### config.mk
export PLATFORM = sky130hd
export DESIGN_NAME = cabex_core
export DESIGN_NICKNAME = d
export VERILOG_FILES = /design/src/rtl/cabex_pkg.sv /design/src/rtl/cabex_mul.sv /design/src/rtl/cabex_core.sv
export SDC_FILE = /design/constraint.sdc
export NUM_CORES = 1
export LEC_CHECK = 0
export BUFFER_PORTS_ARGS = -buffer_cell sky130_fd_sc_hd__buf_2
export CELL_PAD_IN_SITES_DETAIL_PLACEMENT = 0
export CELL_PAD_IN_SITES_GLOBAL_PLACEMENT = 1
export CORE_UTILIZATION = 35
export CTS_CLUSTER_SIZE = 16
export DETAILED_ROUTE_END_ITERATION = 7
export MAX_ROUTING_LAYER = met4
export PLACE_DENSITY_LB_ADDON = 0.12
export SLEW_MARGIN = 5
export SYNTH_ARGS = -nofsm -noshare
export SYNTH_HDL_FRONTEND = slang
export SYNTH_SLANG_ARGS = --single-unit
### constraint.sdc
create_clock -name clk -period 8 [get_ports clk]
set_input_delay 0.4 -clock clk [delete_from_list [all_inputs] [get_ports clk]]
set_output_delay 0.4 -clock clk [all_outputs]
set_load 0.005 [all_outputs]
### src/rtl/cabex_pkg.sv
package cabex_pkg;

  // ----------------------------------------
  // register byte offsets
  // ----------------------------------------
  localparam logic [5:0] OFS_CMD    = 6'h00;  // command, starts an operation
  localparam logic [5:0] OFS_OPA    = 6'h04;  // destination operand / word low byte
  localparam logic [5:0] OFS_OPB    = 6'h08;  // source register or constant
  localparam logic [5:0] OFS_OPH    = 6'h0C;  // word high byte
  localparam logic [5:0] OFS_SREG   = 6'h10;  // status flags
  localparam logic [5:0] OFS_PC     = 6'h14;  // program counter
  localparam logic [5:0] OFS_ZPTR   = 6'h18;  // pointer pair for indirect flow
  localparam logic [5:0] OFS_STACK  = 6'h1C;  // return address slot
  localparam logic [5:0] OFS_KADDR  = 6'h20;  // offset or absolute address
  localparam logic [5:0] OFS_RESULT = 6'h24;  // result, read only
  localparam logic [5:0] OFS_STATUS = 6'h28;  // last-operation status, read only

  // ----------------------------------------
  // fields and reset values
  // ----------------------------------------
  localparam int CMD_OP_LSB   = 0;  // opcode field low bit
  localparam int CMD_OP_W     = 6;  // opcode field width
  localparam int CMD_LONG_BIT = 8;  // following instruction is two words
  localparam int FLG_C        = 0;
  localparam int FLG_Z        = 1;
  localparam int FLG_N        = 2;
  localparam int FLG_V        = 3;
  localparam int FLG_S        = 4;
  localparam int FLG_H        = 5;
  localparam int FLG_I        = 7;
  localparam logic [7:0]  SREG_RST = 8'h00;
  localparam logic [15:0] WORD_RST = 16'h0000;
  localparam logic [7:0]  BYTE_RST = 8'h00;

  // ----------------------------------------
  // timing counts, in clock cycles
  // ----------------------------------------
  localparam logic [2:0] CYC_1 = 3'h1;
  localparam logic [2:0] CYC_2 = 3'h2;
  localparam logic [2:0] CYC_3 = 3'h3;
  localparam logic [2:0] CYC_4 = 3'h4;

  // ----------------------------------------
  // operations and multiplier modes
  // ----------------------------------------
  typedef enum logic [5:0] {
    OP_SUM, OP_SUM_CARRY, OP_WORD_PLUS_IMMEDIATE, OP_DIFFERENCE,
    OP_DIFFERENCE_IMMEDIATE, OP_DIFFERENCE_WITH_BORROW,
    OP_BORROW_DIFFERENCE_IMMEDIATE, OP_WORD_MINUS_IMMEDIATE,
    OP_CONJUNCTION, OP_CONJUNCTION_IMMEDIATE, OP_DISJUNCTION,
    OP_DISJUNCTION_IMMEDIATE, OP_EXCLUSIVE_OR, OP_BIT_CLEAR_MASK,
    OP_ZERO_SIGN_TEST, OP_UNSIGNED_PRODUCT, OP_SIGNED_PRODUCT,
    OP_MIXED_SIGN_PRODUCT, OP_FRACTIONAL_PRODUCT,
    OP_FRACTIONAL_SIGNED_PRODUCT, OP_FRACTIONAL_MIXED_PRODUCT,
    OP_RELATIVE_BRANCH, OP_RELATIVE_CALL, OP_POINTER_JUMP, OP_POINTER_CALL,
    OP_ABSOLUTE_BRANCH, OP_ABSOLUTE_CALL, OP_ROUTINE_EXIT,
    OP_INTERRUPT_EXIT, OP_EQUAL_COMPARE_SKIP, OP_COMPARE, OP_CHAINED_COMPARE
  } cabex_op_e;

  typedef enum logic [1:0] {
    MUL_UU, MUL_SS, MUL_SU
  } cabex_mul_e;

endpackage : cabex_pkg

### src/rtl/cabex_mul.sv
`timescale 1ns/1ps
module cabex_mul
  import cabex_pkg::*;
(
  // operands
  input  wire logic [7:0]  mul_a,     // multiplicand
  input  wire logic [7:0]  mul_b,     // multiplier
  // mode
  input  cabex_mul_e       mul_mode,  // signedness of the operands
  input  wire logic        mul_frac,  // shift product left by one
  // result
  output logic      [15:0] mul_prod,  // product as written to the pair
  output logic             mul_carry  // top bit of the unshifted product
);

  // ----------------------------------------
  // sign extension
  // ----------------------------------------
  wire               sign_a = (mul_mode != MUL_UU) & mul_a[7];  // a signed for ss and su
  wire               sign_b = (mul_mode == MUL_SS) & mul_b[7];  // b signed only for ss
  wire signed [8:0]  ext_a  = $signed({sign_a, mul_a});
  wire signed [8:0]  ext_b  = $signed({sign_b, mul_b});
  wire signed [17:0] full   = ext_a * ext_b;                  // exact, no overflow
  wire        [15:0] raw    = full[15:0];                     // sixteen bits are kept

  // ----------------------------------------
  // fractional shift
  // ----------------------------------------
  // carry is taken before the shift, so an unsigned fractional 0xFF * 0xFF still shows it
  assign mul_carry = raw[15];
  assign mul_prod  = mul_frac ? {raw[14:0], 1'b0} : raw;  // (RULE12)

endmodule : cabex_mul

### src/rtl/cabex_core.sv
`timescale 1ns/1ps
// Summary of operation
// (RULE1) add registers, optionally with carry, one cycle
// (RULE2) word plus immediate, ZCNVS, two cycles
// (RULE3) subtract register or constant, one cycle
// (RULE4) subtract register with borrow, one cycle
// (RULE5) subtract constant with borrow, one cycle
// (RULE6) word minus immediate, ZCNVS, two cycles
// (RULE7) AND touches only Z, N, V
// (RULE8) OR and XOR touch only Z, N, V
// (RULE9) bit clear ANDs with inverted mask
// (RULE10) test sets flags, keeps register
// (RULE11) products into pair, Z and C, two cycles
// (RULE12) fractional products shifted left by one
// (RULE13) relative call three, branch two cycles
// (RULE14) pointer jump loads Z, two cycles
// (RULE15) pointer call loads Z, three cycles
// (RULE16) absolute call four, branch three cycles
// (RULE17) equal compare skips, one to three cycles
// (RULE18) returns reload from stack, four cycles
// (RULE19) compares only update flags, one cycle
module cabex_core
  import cabex_pkg::*;
(
  // clock and reset
  input  wire logic        clk,
  input  wire logic        rst,
  // avalon-mm slave
  input  wire logic [5:0]  avs_address,
  input  wire logic        avs_read,
  input  wire logic        avs_write,
  input  wire logic [31:0] avs_writedata,
  output logic      [31:0] avs_readdata,
  output logic             avs_waitrequest,
  // core state
  output logic             exec_busy,
  output logic      [15:0] prog_counter,
  output logic      [7:0]  status_flags
);

  // ----------------------------------------
  // state
  // ----------------------------------------
  logic [7:0]  opa_ff, opb_ff, oph_ff;  // operands
  logic [7:0]  sreg_ff;                 // flags
  logic [15:0] pc_ff, z_ff, stack_ff;   // flow registers
  logic [15:0] kaddr_ff;                // offset or address
  logic [15:0] res_ff;                  // last result
  cabex_op_e   op_ff;                   // operation in flight
  logic        long_ff;                 // next instruction is two words
  logic        skip_ff;                 // last compare skipped
  logic [2:0]  cnt_ff;                  // cycles left
  logic        ack_ff;                  // bus answer phase
  logic [31:0] rdata_ff;                // read data

  // ----------------------------------------
  // bus decode
  // ----------------------------------------
  wire        req      = avs_read | avs_write;
  wire        busy     = cnt_ff != 3'h0;
  wire        wr_acc   = avs_write & ack_ff;                 // write takes effect
  wire        start    = wr_acc & (avs_address == OFS_CMD);
  wire        commit   = cnt_ff == CYC_1;                    // last cycle of op
  cabex_op_e  cmd_op;
  assign cmd_op = cabex_op_e'(avs_writedata[CMD_OP_LSB +: CMD_OP_W]);
  wire        cmd_long = avs_writedata[CMD_LONG_BIT];
  // the bus stalls while an operation runs, so operands cannot move under it
  assign avs_waitrequest = req & ~ack_ff;
  assign avs_readdata    = rdata_ff;
  assign exec_busy       = busy;
  assign prog_counter    = pc_ff;
  assign status_flags    = sreg_ff;

  // read selection, unmapped offsets read zero
  wire [31:0] rd_mux =
    (avs_address == OFS_OPA)    ? {24'h00_0000, opa_ff}  :
    (avs_address == OFS_OPB)    ? {24'h00_0000, opb_ff}  :
    (avs_address == OFS_OPH)    ? {24'h00_0000, oph_ff}  :
    (avs_address == OFS_SREG)   ? {24'h00_0000, sreg_ff} :
    (avs_address == OFS_PC)     ? {16'h0000, pc_ff}      :
    (avs_address == OFS_ZPTR)   ? {16'h0000, z_ff}       :
    (avs_address == OFS_STACK)  ? {16'h0000, stack_ff}   :
    (avs_address == OFS_KADDR)  ? {16'h0000, kaddr_ff}   :
    (avs_address == OFS_RESULT) ? {16'h0000, res_ff}     :
    (avs_address == OFS_STATUS) ? {30'h0000_0000, long_ff, skip_ff} :
    32'h0000_0000;

  // ----------------------------------------
  // operation length at start
  // ----------------------------------------
  wire        eq_now = opa_ff == opb_ff;
  logic [2:0] cyc_len;
  always_comb begin
    case (cmd_op)
      OP_WORD_PLUS_IMMEDIATE, OP_WORD_MINUS_IMMEDIATE:  cyc_len = CYC_2;  // (RULE2) (RULE6)
      OP_UNSIGNED_PRODUCT, OP_SIGNED_PRODUCT, OP_MIXED_SIGN_PRODUCT,
      OP_FRACTIONAL_PRODUCT, OP_FRACTIONAL_SIGNED_PRODUCT,
      OP_FRACTIONAL_MIXED_PRODUCT:                      cyc_len = CYC_2;  // (RULE11) (RULE12)
      OP_RELATIVE_BRANCH, OP_POINTER_JUMP:              cyc_len = CYC_2;  // (RULE13) (RULE14)
      OP_RELATIVE_CALL, OP_POINTER_CALL:                cyc_len = CYC_3;  // (RULE13) (RULE15)
      OP_ABSOLUTE_BRANCH:                               cyc_len = CYC_3;  // (RULE16)
      OP_ABSOLUTE_CALL, OP_ROUTINE_EXIT,
      OP_INTERRUPT_EXIT:                                cyc_len = CYC_4;  // (RULE16) (RULE18)
      OP_EQUAL_COMPARE_SKIP:                                              // (RULE17)
        cyc_len = !eq_now ? CYC_1 : (cmd_long ? CYC_3 : CYC_2);
      default:                                          cyc_len = CYC_1;
    endcase
  end

  // ----------------------------------------
  // byte arithmetic
  // ----------------------------------------
  wire       cin    = sreg_ff[FLG_C];
  wire       use_c  = (op_ff == OP_SUM_CARRY) | (op_ff == OP_DIFFERENCE_WITH_BORROW) |
                      (op_ff == OP_BORROW_DIFFERENCE_IMMEDIATE) |
                      (op_ff == OP_CHAINED_COMPARE);
  wire       ci     = use_c & cin;
  wire [8:0] add9   = {1'b0, opa_ff} + {1'b0, opb_ff} + {8'h00, ci};       // (RULE1)
  wire [4:0] addh   = {1'b0, opa_ff[3:0]} + {1'b0, opb_ff[3:0]} + {4'h0, ci};
  wire [8:0] sub9   = {1'b0, opa_ff} - {1'b0, opb_ff} - {8'h00, ci};       // (RULE3) (RULE4) (RULE5)
  wire [4:0] subh   = {1'b0, opa_ff[3:0]} - {1'b0, opb_ff[3:0]} - {4'h0, ci};
  wire       add_v  = (opa_ff[7] & opb_ff[7] & ~add9[7]) | (~opa_ff[7] & ~opb_ff[7] & add9[7]);
  wire       sub_v  = (opa_ff[7] & ~opb_ff[7] & ~sub9[7]) | (~opa_ff[7] & opb_ff[7] & sub9[7]);
  // borrow chains keep Z only if every earlier byte was zero too
  wire       sub_z  = (sub9[7:0] == 8'h00) & (~use_c | sreg_ff[FLG_Z]);

  // logic results
  wire [7:0] and_r  = opa_ff & opb_ff;   // (RULE7) (RULE10)
  wire [7:0] or_r   = opa_ff | opb_ff;   // (RULE8)
  wire [7:0] xor_r  = opa_ff ^ opb_ff;   // (RULE8)
  wire [7:0] clr_r  = opa_ff & ~opb_ff;  // (RULE9)
  wire [7:0] tst_r  = opa_ff & opa_ff;   // (RULE10)

  // ----------------------------------------
  // word arithmetic
  // ----------------------------------------
  wire [15:0] word   = {oph_ff, opa_ff};
  wire [15:0] wadd   = word + {8'h00, opb_ff};   // (RULE2)
  wire [15:0] wsub   = word - {8'h00, opb_ff};   // (RULE6)

  // ----------------------------------------
  // multiplier
  // ----------------------------------------
  cabex_mul_e mmode;
  assign mmode = (op_ff == OP_SIGNED_PRODUCT || op_ff == OP_FRACTIONAL_SIGNED_PRODUCT) ? MUL_SS :
                 (op_ff == OP_MIXED_SIGN_PRODUCT || op_ff == OP_FRACTIONAL_MIXED_PRODUCT) ?
                 MUL_SU : MUL_UU;
  wire        mfrac = (op_ff == OP_FRACTIONAL_PRODUCT) | (op_ff == OP_FRACTIONAL_SIGNED_PRODUCT) |
                      (op_ff == OP_FRACTIONAL_MIXED_PRODUCT);
  wire [15:0] mprod;
  wire        mcarry;
  cabex_mul u_mul (
    .mul_a     (opa_ff),
    .mul_b     (opb_ff),
    .mul_mode  (mmode),
    .mul_frac  (mfrac),
    .mul_prod  (mprod),
    .mul_carry (mcarry)
  );

  // ----------------------------------------
  // commit values
  // ----------------------------------------
  wire [15:0] pc_next = pc_ff + 16'h0001;
  wire [15:0] pc_rel  = pc_ff + kaddr_ff + 16'h0001;  // (RULE13)
  logic [15:0] nxt_res, nxt_pc, nxt_stack;
  logic [7:0]  nxt_sreg;
  logic        res_we, stack_we, nxt_skip;

  // logic ops share one flag rule: Z and N from result, V cleared
  function automatic logic [7:0] logic_flags(input logic [7:0] s, input logic [7:0] r);
    logic [7:0] f;
    f        = s;
    f[FLG_Z] = r == 8'h00;
    f[FLG_N] = r[7];
    f[FLG_V] = 1'b0;
    return f;
  endfunction : logic_flags

  always_comb begin
    nxt_res   = res_ff;
    nxt_pc    = pc_next;
    nxt_stack = stack_ff;
    nxt_sreg  = sreg_ff;
    res_we    = 1'b1;
    stack_we  = 1'b0;
    nxt_skip  = 1'b0;
    case (op_ff)
      OP_SUM, OP_SUM_CARRY: begin                                   // (RULE1)
        nxt_res  = {8'h00, add9[7:0]};
        nxt_sreg[FLG_Z] = add9[7:0] == 8'h00;
        nxt_sreg[FLG_C] = add9[8];
        nxt_sreg[FLG_N] = add9[7];
        nxt_sreg[FLG_V] = add_v;
        nxt_sreg[FLG_H] = addh[4];
      end
      OP_DIFFERENCE, OP_DIFFERENCE_IMMEDIATE, OP_DIFFERENCE_WITH_BORROW,
      OP_BORROW_DIFFERENCE_IMMEDIATE, OP_COMPARE, OP_CHAINED_COMPARE: begin
        // compares leave the result register alone
        res_we   = (op_ff != OP_COMPARE) & (op_ff != OP_CHAINED_COMPARE);  // (RULE19)
        nxt_res  = {8'h00, sub9[7:0]};                              // (RULE3) (RULE4) (RULE5)
        nxt_sreg[FLG_Z] = sub_z;
        nxt_sreg[FLG_C] = sub9[8];
        nxt_sreg[FLG_N] = sub9[7];
        nxt_sreg[FLG_V] = sub_v;
        nxt_sreg[FLG_H] = subh[4];
      end
      OP_WORD_PLUS_IMMEDIATE: begin                                 // (RULE2)
        nxt_res  = wadd;
        nxt_sreg[FLG_Z] = wadd == 16'h0000;
        nxt_sreg[FLG_C] = ~wadd[15] & word[15];
        nxt_sreg[FLG_N] = wadd[15];
        nxt_sreg[FLG_V] = ~word[15] & wadd[15];
        nxt_sreg[FLG_S] = wadd[15] ^ (~word[15] & wadd[15]);
      end
      OP_WORD_MINUS_IMMEDIATE: begin                                // (RULE6)
        nxt_res  = wsub;
        nxt_sreg[FLG_Z] = wsub == 16'h0000;
        nxt_sreg[FLG_C] = wsub[15] & ~word[15];
        nxt_sreg[FLG_N] = wsub[15];
        nxt_sreg[FLG_V] = word[15] & ~wsub[15];
        nxt_sreg[FLG_S] = wsub[15] ^ (word[15] & ~wsub[15]);
      end
      OP_CONJUNCTION, OP_CONJUNCTION_IMMEDIATE: begin               // (RULE7)
        nxt_res  = {8'h00, and_r};
        nxt_sreg = logic_flags(sreg_ff, and_r);
      end
      OP_DISJUNCTION, OP_DISJUNCTION_IMMEDIATE: begin               // (RULE8)
        nxt_res  = {8'h00, or_r};
        nxt_sreg = logic_flags(sreg_ff, or_r);
      end
      OP_EXCLUSIVE_OR: begin                                        // (RULE8)
        nxt_res  = {8'h00, xor_r};
        nxt_sreg = logic_flags(sreg_ff, xor_r);
      end
      OP_BIT_CLEAR_MASK: begin                                      // (RULE9)
        nxt_res  = {8'h00, clr_r};
        nxt_sreg = logic_flags(sreg_ff, clr_r);
      end
      OP_ZERO_SIGN_TEST: begin                                      // (RULE10)
        nxt_res  = {8'h00, tst_r};
        nxt_sreg = logic_flags(sreg_ff, tst_r);
      end
      OP_UNSIGNED_PRODUCT, OP_SIGNED_PRODUCT, OP_MIXED_SIGN_PRODUCT,
      OP_FRACTIONAL_PRODUCT, OP_FRACTIONAL_SIGNED_PRODUCT,
      OP_FRACTIONAL_MIXED_PRODUCT: begin                            // (RULE11) (RULE12)
        nxt_res  = mprod;
        nxt_sreg[FLG_Z] = mprod == 16'h0000;
        nxt_sreg[FLG_C] = mcarry;
      end
      OP_RELATIVE_BRANCH: begin res_we = 1'b0; nxt_pc = pc_rel; end  // (RULE13)
      OP_RELATIVE_CALL: begin                                       // (RULE13)
        res_we = 1'b0; nxt_pc = pc_rel; stack_we = 1'b1; nxt_stack = pc_next;
      end
      OP_POINTER_JUMP: begin res_we = 1'b0; nxt_pc = z_ff; end      // (RULE14)
      OP_POINTER_CALL: begin                                        // (RULE15)
        res_we = 1'b0; nxt_pc = z_ff; stack_we = 1'b1; nxt_stack = pc_next;
      end
      OP_ABSOLUTE_BRANCH: begin res_we = 1'b0; nxt_pc = kaddr_ff; end  // (RULE16)
      OP_ABSOLUTE_CALL: begin                                       // (RULE16)
        // two-word instruction: return lands after the address word
        res_we = 1'b0; nxt_pc = kaddr_ff; stack_we = 1'b1; nxt_stack = pc_ff + 16'h0002;
      end
      OP_ROUTINE_EXIT: begin res_we = 1'b0; nxt_pc = stack_ff; end  // (RULE18)
      OP_INTERRUPT_EXIT: begin                                      // (RULE18)
        res_we = 1'b0; nxt_pc = stack_ff; nxt_sreg[FLG_I] = 1'b1;
      end
      OP_EQUAL_COMPARE_SKIP: begin                                  // (RULE17)
        res_we   = 1'b0;
        nxt_skip = eq_now;
        nxt_pc   = !eq_now ? pc_next : (long_ff ? pc_ff + 16'h0003 : pc_ff + 16'h0002);
      end
      default: res_we = 1'b0;
    endcase
  end

  // ----------------------------------------
  // bus handshake and sequencer
  // ----------------------------------------
  // answer one cycle after the request, but never while an operation runs
  always_ff @(posedge clk or posedge rst) begin
    if (rst) begin
      ack_ff   <= 1'b0;
      rdata_ff <= 32'h0000_0000;
      cnt_ff   <= 3'h0;
      op_ff    <= OP_SUM;
      long_ff  <= 1'b0;
    end else begin
      ack_ff   <= req & ~ack_ff & ~busy;
      rdata_ff <= rd_mux;
      if (start) begin
        cnt_ff  <= cyc_len;
        op_ff   <= cmd_op;
        long_ff <= cmd_long;
      end else if (busy) begin
        cnt_ff  <= cnt_ff - 3'h1;
      end
    end
  end

  // ----------------------------------------
  // register file
  // ----------------------------------------
  // commit and software writes never meet: the bus is stalled while busy
  always_ff @(posedge clk or posedge rst) begin
    if (rst) begin
      opa_ff <= BYTE_RST; opb_ff <= BYTE_RST; oph_ff <= BYTE_RST;
      sreg_ff <= SREG_RST; pc_ff <= WORD_RST; z_ff <= WORD_RST;
      stack_ff <= WORD_RST; kaddr_ff <= WORD_RST; res_ff <= WORD_RST;
      skip_ff <= 1'b0;
    end else if (commit) begin
      if (res_we) res_ff <= nxt_res;
      if (stack_we) stack_ff <= nxt_stack;
      sreg_ff <= nxt_sreg;
      pc_ff   <= nxt_pc;
      skip_ff <= nxt_skip;
    end else if (wr_acc) begin
      if (avs_address == OFS_OPA)   opa_ff   <= avs_writedata[7:0];
      if (avs_address == OFS_OPB)   opb_ff   <= avs_writedata[7:0];
      if (avs_address == OFS_OPH)   oph_ff   <= avs_writedata[7:0];
      if (avs_address == OFS_SREG)  sreg_ff  <= avs_writedata[7:0];
      if (avs_address == OFS_PC)    pc_ff    <= avs_writedata[15:0];
      if (avs_address == OFS_ZPTR)  z_ff     <= avs_writedata[15:0];
      if (avs_address == OFS_STACK) stack_ff <= avs_writedata[15:0];
      if (avs_address == OFS_KADDR) kaddr_ff <= avs_writedata[15:0];
    end
  end

  // ----------------------------------------
  // checks
  // ----------------------------------------
  property p_sum_len;
    @(posedge clk) disable iff (rst) start && cmd_op == OP_SUM |=> busy ##1 !busy;
  endproperty
  a_sum_len: assert property (p_sum_len) else $error("sum not one cycle");  // (RULE1)
  property p_wadd_len;
    @(posedge clk) disable iff (rst)
      start && cmd_op == OP_WORD_PLUS_IMMEDIATE |=> busy [*2] ##1 !busy;
  endproperty
  a_wadd_len: assert property (p_wadd_len) else $error("word add not two cycles");  // (RULE2)
  property p_sub_val;
    @(posedge clk) disable iff (rst)
      commit && op_ff == OP_DIFFERENCE |=> res_ff[7:0] == $past(opa_ff) - $past(opb_ff);
  endproperty
  a_sub_val: assert property (p_sub_val) else $error("difference wrong");  // (RULE3)
  property p_and_keep;
    @(posedge clk) disable iff (rst) commit && op_ff == OP_CONJUNCTION |=>
      sreg_ff[FLG_C] == $past(sreg_ff[FLG_C]) && sreg_ff[FLG_H] == $past(sreg_ff[FLG_H]);
  endproperty
  a_and_keep: assert property (p_and_keep) else $error("and touched C or H");  // (RULE7)
  property p_mul_val;
    @(posedge clk) disable iff (rst) commit && op_ff == OP_UNSIGNED_PRODUCT |=>
      res_ff == {8'h00, $past(opa_ff)} * {8'h00, $past(opb_ff)};
  endproperty
  a_mul_val: assert property (p_mul_val) else $error("product wrong");  // (RULE11)
  property p_pointer_jump;
    @(posedge clk) disable iff (rst) commit && op_ff == OP_POINTER_JUMP |=>
      pc_ff == $past(z_ff) && sreg_ff == $past(sreg_ff);
  endproperty
  a_pointer_jump: assert property (p_pointer_jump) else $error("pointer jump wrong");  // (RULE14)
  property p_call_len;
    @(posedge clk) disable iff (rst)
      start && cmd_op == OP_ABSOLUTE_CALL |=> busy [*4] ##1 !busy;
  endproperty
  a_call_len: assert property (p_call_len) else $error("call not four cycles");  // (RULE16)
  property p_skip;
    @(posedge clk) disable iff (rst) commit && op_ff == OP_EQUAL_COMPARE_SKIP &&
      opa_ff == opb_ff && long_ff |=> pc_ff == $past(pc_ff) + 16'h0003;
  endproperty
  a_skip: assert property (p_skip) else $error("long skip wrong");  // (RULE17)
  property p_interrupt_exit;
    @(posedge clk) disable iff (rst) commit && op_ff == OP_INTERRUPT_EXIT |=>
      sreg_ff[FLG_I] && pc_ff == $past(stack_ff);
  endproperty
  a_interrupt_exit: assert property (p_interrupt_exit) else $error("interrupt exit wrong");  // (RULE18)
  property p_cmp;
    @(posedge clk) disable iff (rst) commit && op_ff == OP_COMPARE |=> $stable(res_ff);
  endproperty
  a_cmp: assert property (p_cmp) else $error("compare wrote result");  // (RULE19)

endmodule : cabex_core

==> results list, run 1 <==
* Fraction of final layout cells sized beyond drive strength 1: 11.91%
- Setup violations, final: 0
- Total global routing overflow: 0
* Gate count of the mapped netlist: 1791
- The synthesized netlist devotes 5.210% of its cell area to XOR and XNOR gates.
- The flow ran to the end, and the final reports show no timing, DRC or antenna violations.
* Vias after detailed routing: 13.77k
* Kind of critical path: reg -> reg
* Routing usage on met1: 36.45%
* Multiplexer fraction of the synthesized cell area: 6.606%
- Largest incremental delay on the critical path: 0.75 ns
* Wire length of the first global-routing pass: 90670 um
* Fraction of the mapped netlist area in compound gates: 21.66%
* Post-route ant nets: 0
- Summing the sequential cell areas from Yosys gives 23.68% of the chip area.
* Core Footprint: between 0.04 and 0.05 mm^2
- Leading cell type in the layout, fill and taps excluded: sky130_fd_sc_hd__nand2_1
- After clock tree synthesis, the repair step resized 0 gates.
- Dpl cells: ~2.3k
- Average instance area after synthesis: 8.260 um^2
* Pin count of the biggest net entering global routing: 90
- The netlist uses 85 different library cells.
* Most Used Layer, Global Route: met2
- Die Y-Extent: 207.6 um
* Final hold violations: 0
* Buffers inserted by post-CTS timing repair: 0
- Following the worst setup path forward leads to its endpoint at status_flags[1].
* Syn Std Cell Area: 0.01479 mm^2
- After floorplanning, the core was divided into 74 placement rows.
- In the finished design, the share of the clock period the worst path needs comes to 82.57%.
* Stages on the worst setup path: 20
* Fraction of the mapped netlist area in adder cells: 17.93%
* Number of nets in the finished design: 2013
* Wirelength, routed: 59630 um
* Root Buffer: sky130_fd_sc_hd__clkbuf_16
* Ant diodes: 0
- Once the floorplan was initialized, standard cells occupied 35.82% of the core.
- TritonCTS clock tree: done
* EDFF count, synth: 0
- At the pin with the least slew margin, the transition time is 1.159 ns.
- HPWL after detailed placement: roughly 45000 um
- Max-cap violations in this run came to 0.
- In this design, the largest share of critical-path delay is due to adder cells.
- Synthesis inferred 140 register bits.
* Later-pin clock latency in the skew report: 0.46 ns
* Worst hold path class: in -> async
- The largest individual stage delay along the critical path comes from the cell sky130_fd_sc_hd__dfrtp_1.
- The number of buffers and inverters on the critical path is 3.
- Proportion of register bits with asynchronous set or reset after synthesis: 100.0%
- In the routed design, unresolved DRC markers number 0.
- In this run the tightest slew margin relative to its limit is 22.43%.
- Setup TNS: 0 ns
- After synthesis, the largest family of logic cells by area is compound AO/OA/AOI/OAI gates.
- STA classifies the critical path endpoint as a register.
- Deepest clock path buffer count: 2
* List of cells traversed by the critical path: nor3b_1, and4_1, nand2_1, fa_1, fa_1, inv_1, fa_1, fa_1, inv_1, fa_1, inv_1, ha_1, nand3_1, o211ai_1, nor2_1, xnor2_1, or3_1, or4_1, a2111o_1, o211ai_1
- GRT Overall Usage: 29.01%
- Worst clock skew on the final layout: about 0.012 ns
- Measured along the x axis, the die boundary spans 207.6 um.
- Crit path arrival time: 6.97 ns
* Max FO, Critical Path: 20
* Synth warnings: 0
* Floorplan die area: 0.04309 mm^2
- The detailed router finished its first iteration with between 1k and 1.5k violations.
- After clock tree synthesis, the flow added hold-fix buffers numbering 0.
* FF-to-FF path depth: 20
- Unrepaired setup endpoints after global routing: no
- Synth Flop Type: sky130_fd_sc_hd__dfrtp_1
* Clock period minus worst slack: 6.605 ns
* FF-to-FF setup slack: 1.39 ns
* Boundary pin count: 100
- Input and output buffers added on the ports amount to 67.
- Once placement finished, the instance area stood at 0.01560 mm^2.
* Number of global-route vias before repair: around 14k
- Area Overhead vs Synth: 9.549%
- In this run the critical register-to-register path is captured at status_flags[1].
* Area of all placed cells without fillers: 0.01621 mm^2
* Fin cells: 2346
* Global Route met3 Usage: 3.162%
* GRT met2 Usage: 48.18%
- Via density per instance: 5.868
- # clock sinks: 140
* Weighted congestion reported at the end of routability-driven placement: approximately 0.96
- Average wire per cell in the routed design: 25.42 um
* Most used cells in the layout excluding fill and tap cells: 200 x sky130_fd_sc_hd__nand2_1, 146 x sky130_fd_sc_hd__nor2_1, 140 x sky130_fd_sc_hd__dfrtp_1
* CP most frequent cell: sky130_fd_sc_hd__fa_1
- The initial antenna violation count was 1.
- The startpoint identified for the worst register-to-register timing path is op_ff[4].
* CTS H-tree depth: 4
- After clock tree synthesis, the clock-pin slew on the worst setup and hold paths is 0.06 ns.
- In this run the worst setup path begins at op_ff[4].
- Required time worst endpoint: 8.37 ns
- Fill cells in the final layout number 4317.
* Max Clk Rate: roughly 150 MHz
* Count of pins over their slew limit: 0
- Synth Area in Simple Gates: ~18%
- Buffers inserted during clock tree synthesis total 17.
- Before antenna repair, the detailed router went through 5 iterations.
* Setup crit start kind: register
==> final cells by class <==
class	count	area, um^2	area share (%)
repair buffers	98	568.0	3.505
multi-input cells	1402	10330	63.74
clock inverters	12	145.1	0.8956
well taps	532	665.6	4.107
flip-flops and latches	140	3503	21.62
inverters	142	538.0	3.320
clock buffers	20	456.7	2.818
==> sequential cells by signal, indices dropped and copies added, names as in the netlist <==
signal and count:
avs_readdata 16, kaddr_ff 16, prog_counter 16, res_ff 16, stack_ff 16, z_ff 16, opa_ff 8, opb_ff 8
oph_ff 8, status_flags 8, op_ff 6, cnt_ff 3, ack_ff 1, long_ff 1, skip_ff 1
==> how the worst min path moves through the flow <==
stage	from	slack (ns)	to	cells after the start
floorplan	res_ff[0]	0.45	res_ff[0]	2
global placement	res_ff[5]	0.47	res_ff[5]	1
detailed placement	res_ff[5]	0.47	res_ff[5]	1
CTS	rst	0.16	cnt_ff[1]	2
global route	rst	0.21	cnt_ff[1]	2
finish	rst	0.13	cnt_ff[1]	2
==> through the flow <==
stage	util, %	worst slack, ns	hold WS [ns]
floorplan	-	2.089	0.4488
global placement	37.79	1.421	0.4650
detailed placement	37.79	1.428	0.4681
CTS	39.24	1.399	0.1645
global route	39.24	0.8550	0.2064
finish	39.24	1.395	0.1300
==> synth_stat cells (all sizes together) (18+ instances only) <==
library cell  instances  share of area, %
a22oi                43               2.2
o21ai               140               4.8
xor2                 26               1.5
a21oi                85               2.9
a21o                 24               1.2
dfrtp               140                24
clkbuf               83               2.1
mux2                 59               4.5
nand2b               28               1.2
nor2b                18              0.76
nand3                37               1.3
nand2               201               5.1
mux2i                29               2.0
buf                  39               1.6
ha                  100               8.5
nor2                146               3.7
xnor2                62               3.7
a221oi               24               1.4
fa                   70               9.5
inv                 134               3.4
nor3                 44               1.6
a31oi                19              0.80
o22ai                21              0.89
==> cells by family (layout without fill, tap and decap cells) <==
| logic type | Yosys count | after routing |
|---|---|---|
| AOI/OAI and AO/OA | 481 | 481 |
| muxes | 89 | 89 |
| DFF | 140 | 140 |
| buffers and inverters | 264 | 272 |
| adders and majority gates | 170 | 170 |
| and+or+nand+nor | 558 | 558 |
| xor gates and xnor gates | 88 | 88 |
| other | 1 | 16 |
==> per-layer routing <==
layer / up-vias / share of wire, % / wire length (um)
li1: 6343 / - / -
met1: 6867 / 43 / 25930
met2: 455 / 48 / 28780
met3: 102 / 4.8 / 2882
met4: 0 / 3.4 / 2031
met5: - / 0 / 0
Power of run 1 is not shown: default switching activity piles up to over one toggle a cycle in this logic, so the estimate is an artifact.
==> run 2: changes to the inputs <==
Clock period 8 ns to 6.7 ns, I/O delays scaled along.
==> results list, run 2 (synthesized netlist as in run 1, its figures left out) <==
- Summing all multi-input logic gate instances after layout gives 0.01033 mm^2.
- In this run the clock root is driven by a sky130_fd_sc_hd__clkbuf_16.
- The initial antenna violation count is 1.
- The worst setup path is launched from a register.
- At the end of routability-driven placement, the weighted congestion stood at 0.9566.
- Global routing finished with a remaining overflow of 0.
- On the critical path, the stage with the largest delay is an instance of sky130_fd_sc_hd__dfrtp_1.
* Buffers inserted by post-CTS timing repair: 0
- For this run, the detailed router's first-pass iteration total came to 6.
- TritonCTS clock tree: done
- Unrepaired setup endpoints after global routing: no
- Layout filler cell count: 4256
- Worst hold path class: in -> async
- Summing all flip-flop and latch instances after layout gives 0.003503 mm^2.
* Final hold violations: 0
* CTS H-tree depth: 4
- Via density per instance: 5.928
- Most used cells in the layout excluding fill and tap cells: 200 x sky130_fd_sc_hd__nand2_1, 146 x sky130_fd_sc_hd__nor2_1, 140 x sky130_fd_sc_hd__dfrtp_1
- Wirelength, routed: roughly 60000 um
- Port-buffer cells: 67
- Of the available clock period, the critical path in the final layout requires 93.06%.
- Kind of critical path: reg -> reg
* Leading cell type in the layout, fill and taps excluded: sky130_fd_sc_hd__nand2_1
* Crit path arrival time: about 6.6 ns
* CP most frequent cell: sky130_fd_sc_hd__fa_1
* Hold Buf Count CTS: 0
- For this run, design rule violations remaining after detail routing come to 0.
* Area Overhead vs Synth: 10.65%
- The signal on the critical path passes through xnor2_1, nand4_1, nand2b_1, fa_1, fa_1, inv_1, fa_1, fa_1, inv_1, fa_1, inv_1, ha_1, nand3_1, o211ai_1, nor2_1, xnor2_1, or3_1, or4_1, a2111o_1, o211ai_1.
- Deepest clock path buffer count: 2
- HPWL after detailed placement: 45660 um
- Max Clk Rate: about 160 MHz
- Entering global routing, the biggest net connects 86 pins.
- Of the cells placed in the final design, the portion with a size suffix greater than 1 is 12.58%.
- Number of nets in the finished design: 2031
- Iter 0 DRT Violations: around 1.5k
- Start of the worst register-to-register path: op_ff[1]
- Cell Rows: 74
* FF-to-FF setup slack: 0.46 ns
- Before CTS, the worst setup slack after placement is 0.5127 ns.
- Cells resized by post-CTS repair: 0
* Startpoint of the most critical setup path: op_ff[1]
- The worst pin sits at a relative slew slack of about a quarter.
- Boundary pin count: 100
- The number of cells on the worst reg-to-reg path is 20.
- Setup TNS: 0 ns
* Transition at the pin with the smallest max-transition slack: 1.147 ns
- Wire length of the first global-routing pass: around 90000 um
* Smallest setup slack after layout: 0.4647 ns
* Die Y-Extent: 207.6 um
* Category of cells accounting for the largest share of critical-path delay: adder cells
* Outcome: completed
* Later-pin clock latency in the skew report: 0.45 ns
- 0 antenna diodes ended up in the layout.
- The via count of the first global-routing pass is 14.03k.
- Chip Width: 207.6 um
- Number of max-cap violations: 0
* Total buffers and inverters traversed by the critical path: 3
- Setup violations, final: 0
* GRT Overall Usage: 29.41%
- Clock transition at the registers of the reported paths: 0.06 ns
* Max FO, Critical Path: 12
* Post-route ant nets: 0
* Core Footprint: 0.04129 mm^2
- Dividing the detail-routed wire length by the instance count gives 25.61 um.
* Largest incremental delay on the critical path: between 0.5 and 0.6 ns
- The routed layout has 13.99k vias.
* Floorplan die area: between 0.04 and 0.05 mm^2
- For this design, the sink count on the clock tree is between 100 and 150.
- The count of pins over their slew limit came to 0.
- On the final layout, the worst clock skew is 0.01429 ns.
- For the worst setup path, the data required time is 7.06 ns.
* Worst setup EP type: register
* Clock period minus worst slack: 6.235 ns
- Total clock buffers created by CTS: 17
- Reg2reg end: status_flags[1]
* Starting Density: a little over a third
run 2: worst reg2reg max path: stages (launching register included):
cell and delay, ns:
sky130_fd_sc_hd__dfrtp_1 0.52, sky130_fd_sc_hd__xnor2_1 0.52, sky130_fd_sc_hd__nand4_1 0.23, sky130_fd_sc_hd__nand2b_1 0.23, sky130_fd_sc_hd__fa_1 0.47, sky130_fd_sc_hd__fa_1 0.52
sky130_fd_sc_hd__inv_1 0.05, sky130_fd_sc_hd__fa_1 0.48, sky130_fd_sc_hd__fa_1 0.50, sky130_fd_sc_hd__inv_1 0.05, sky130_fd_sc_hd__fa_1 0.50, sky130_fd_sc_hd__inv_1 0.04
sky130_fd_sc_hd__ha_1 0.33, sky130_fd_sc_hd__nand3_1 0.08, sky130_fd_sc_hd__o211ai_1 0.23, sky130_fd_sc_hd__nor2_1 0.08, sky130_fd_sc_hd__xnor2_1 0.16, sky130_fd_sc_hd__or3_1 0.30
sky130_fd_sc_hd__or4_1 0.40, sky130_fd_sc_hd__a2111o_1 0.37, sky130_fd_sc_hd__o211ai_1 0.10
run 2: per-stage QoR:
stage	util [%]	instance area, um^2	cells	hold WS [ns]
finish	39.64	16370	2360	0.02234
global route	39.64	16370	2360	0.1133
CTS	39.64	16370	2360	0.06326
detailed placement	38.13	15740	2332	0.4715
global placement	38.13	15740	2332	0.4617
floorplan	-	14850	1806	0.4488
run 2: layer usage:
layer	track usage (%)	up-vias	part of all wire, %	routed length, um
li1	-	6368	-	-
met1	37.81	6983	44	26390
met2	48.30	528	48	29170
met3	2.526	112	4.9	2971
met4	10.63	0	3.2	1910
met5	-	-	0	0
run 2: worst max-delay path by stage:
stage,end,cells past startpoint
6_report,status_flags[1],20
5_1_grt,status_flags[1],20
4_1_cts,status_flags[1],20
3_5_place_dp,status_flags[1],20
3_3_place_gp,status_flags[1],20
2_1_floorplan,status_flags[1],22
run 2: cell type report:
class / instances / area share (%)
Sequential cell: 140 / 21.40
Multi-Input combinational cell: 1402 / 63.13
Timing Repair Buffer: 116 / 4.296
Inverter: 142 / 3.287
Tap cell: 532 / 4.067
Clock inverter: 8 / 1.024
Clock buffer: 20 / 2.790
Power of run 2 is left out for the same reason.
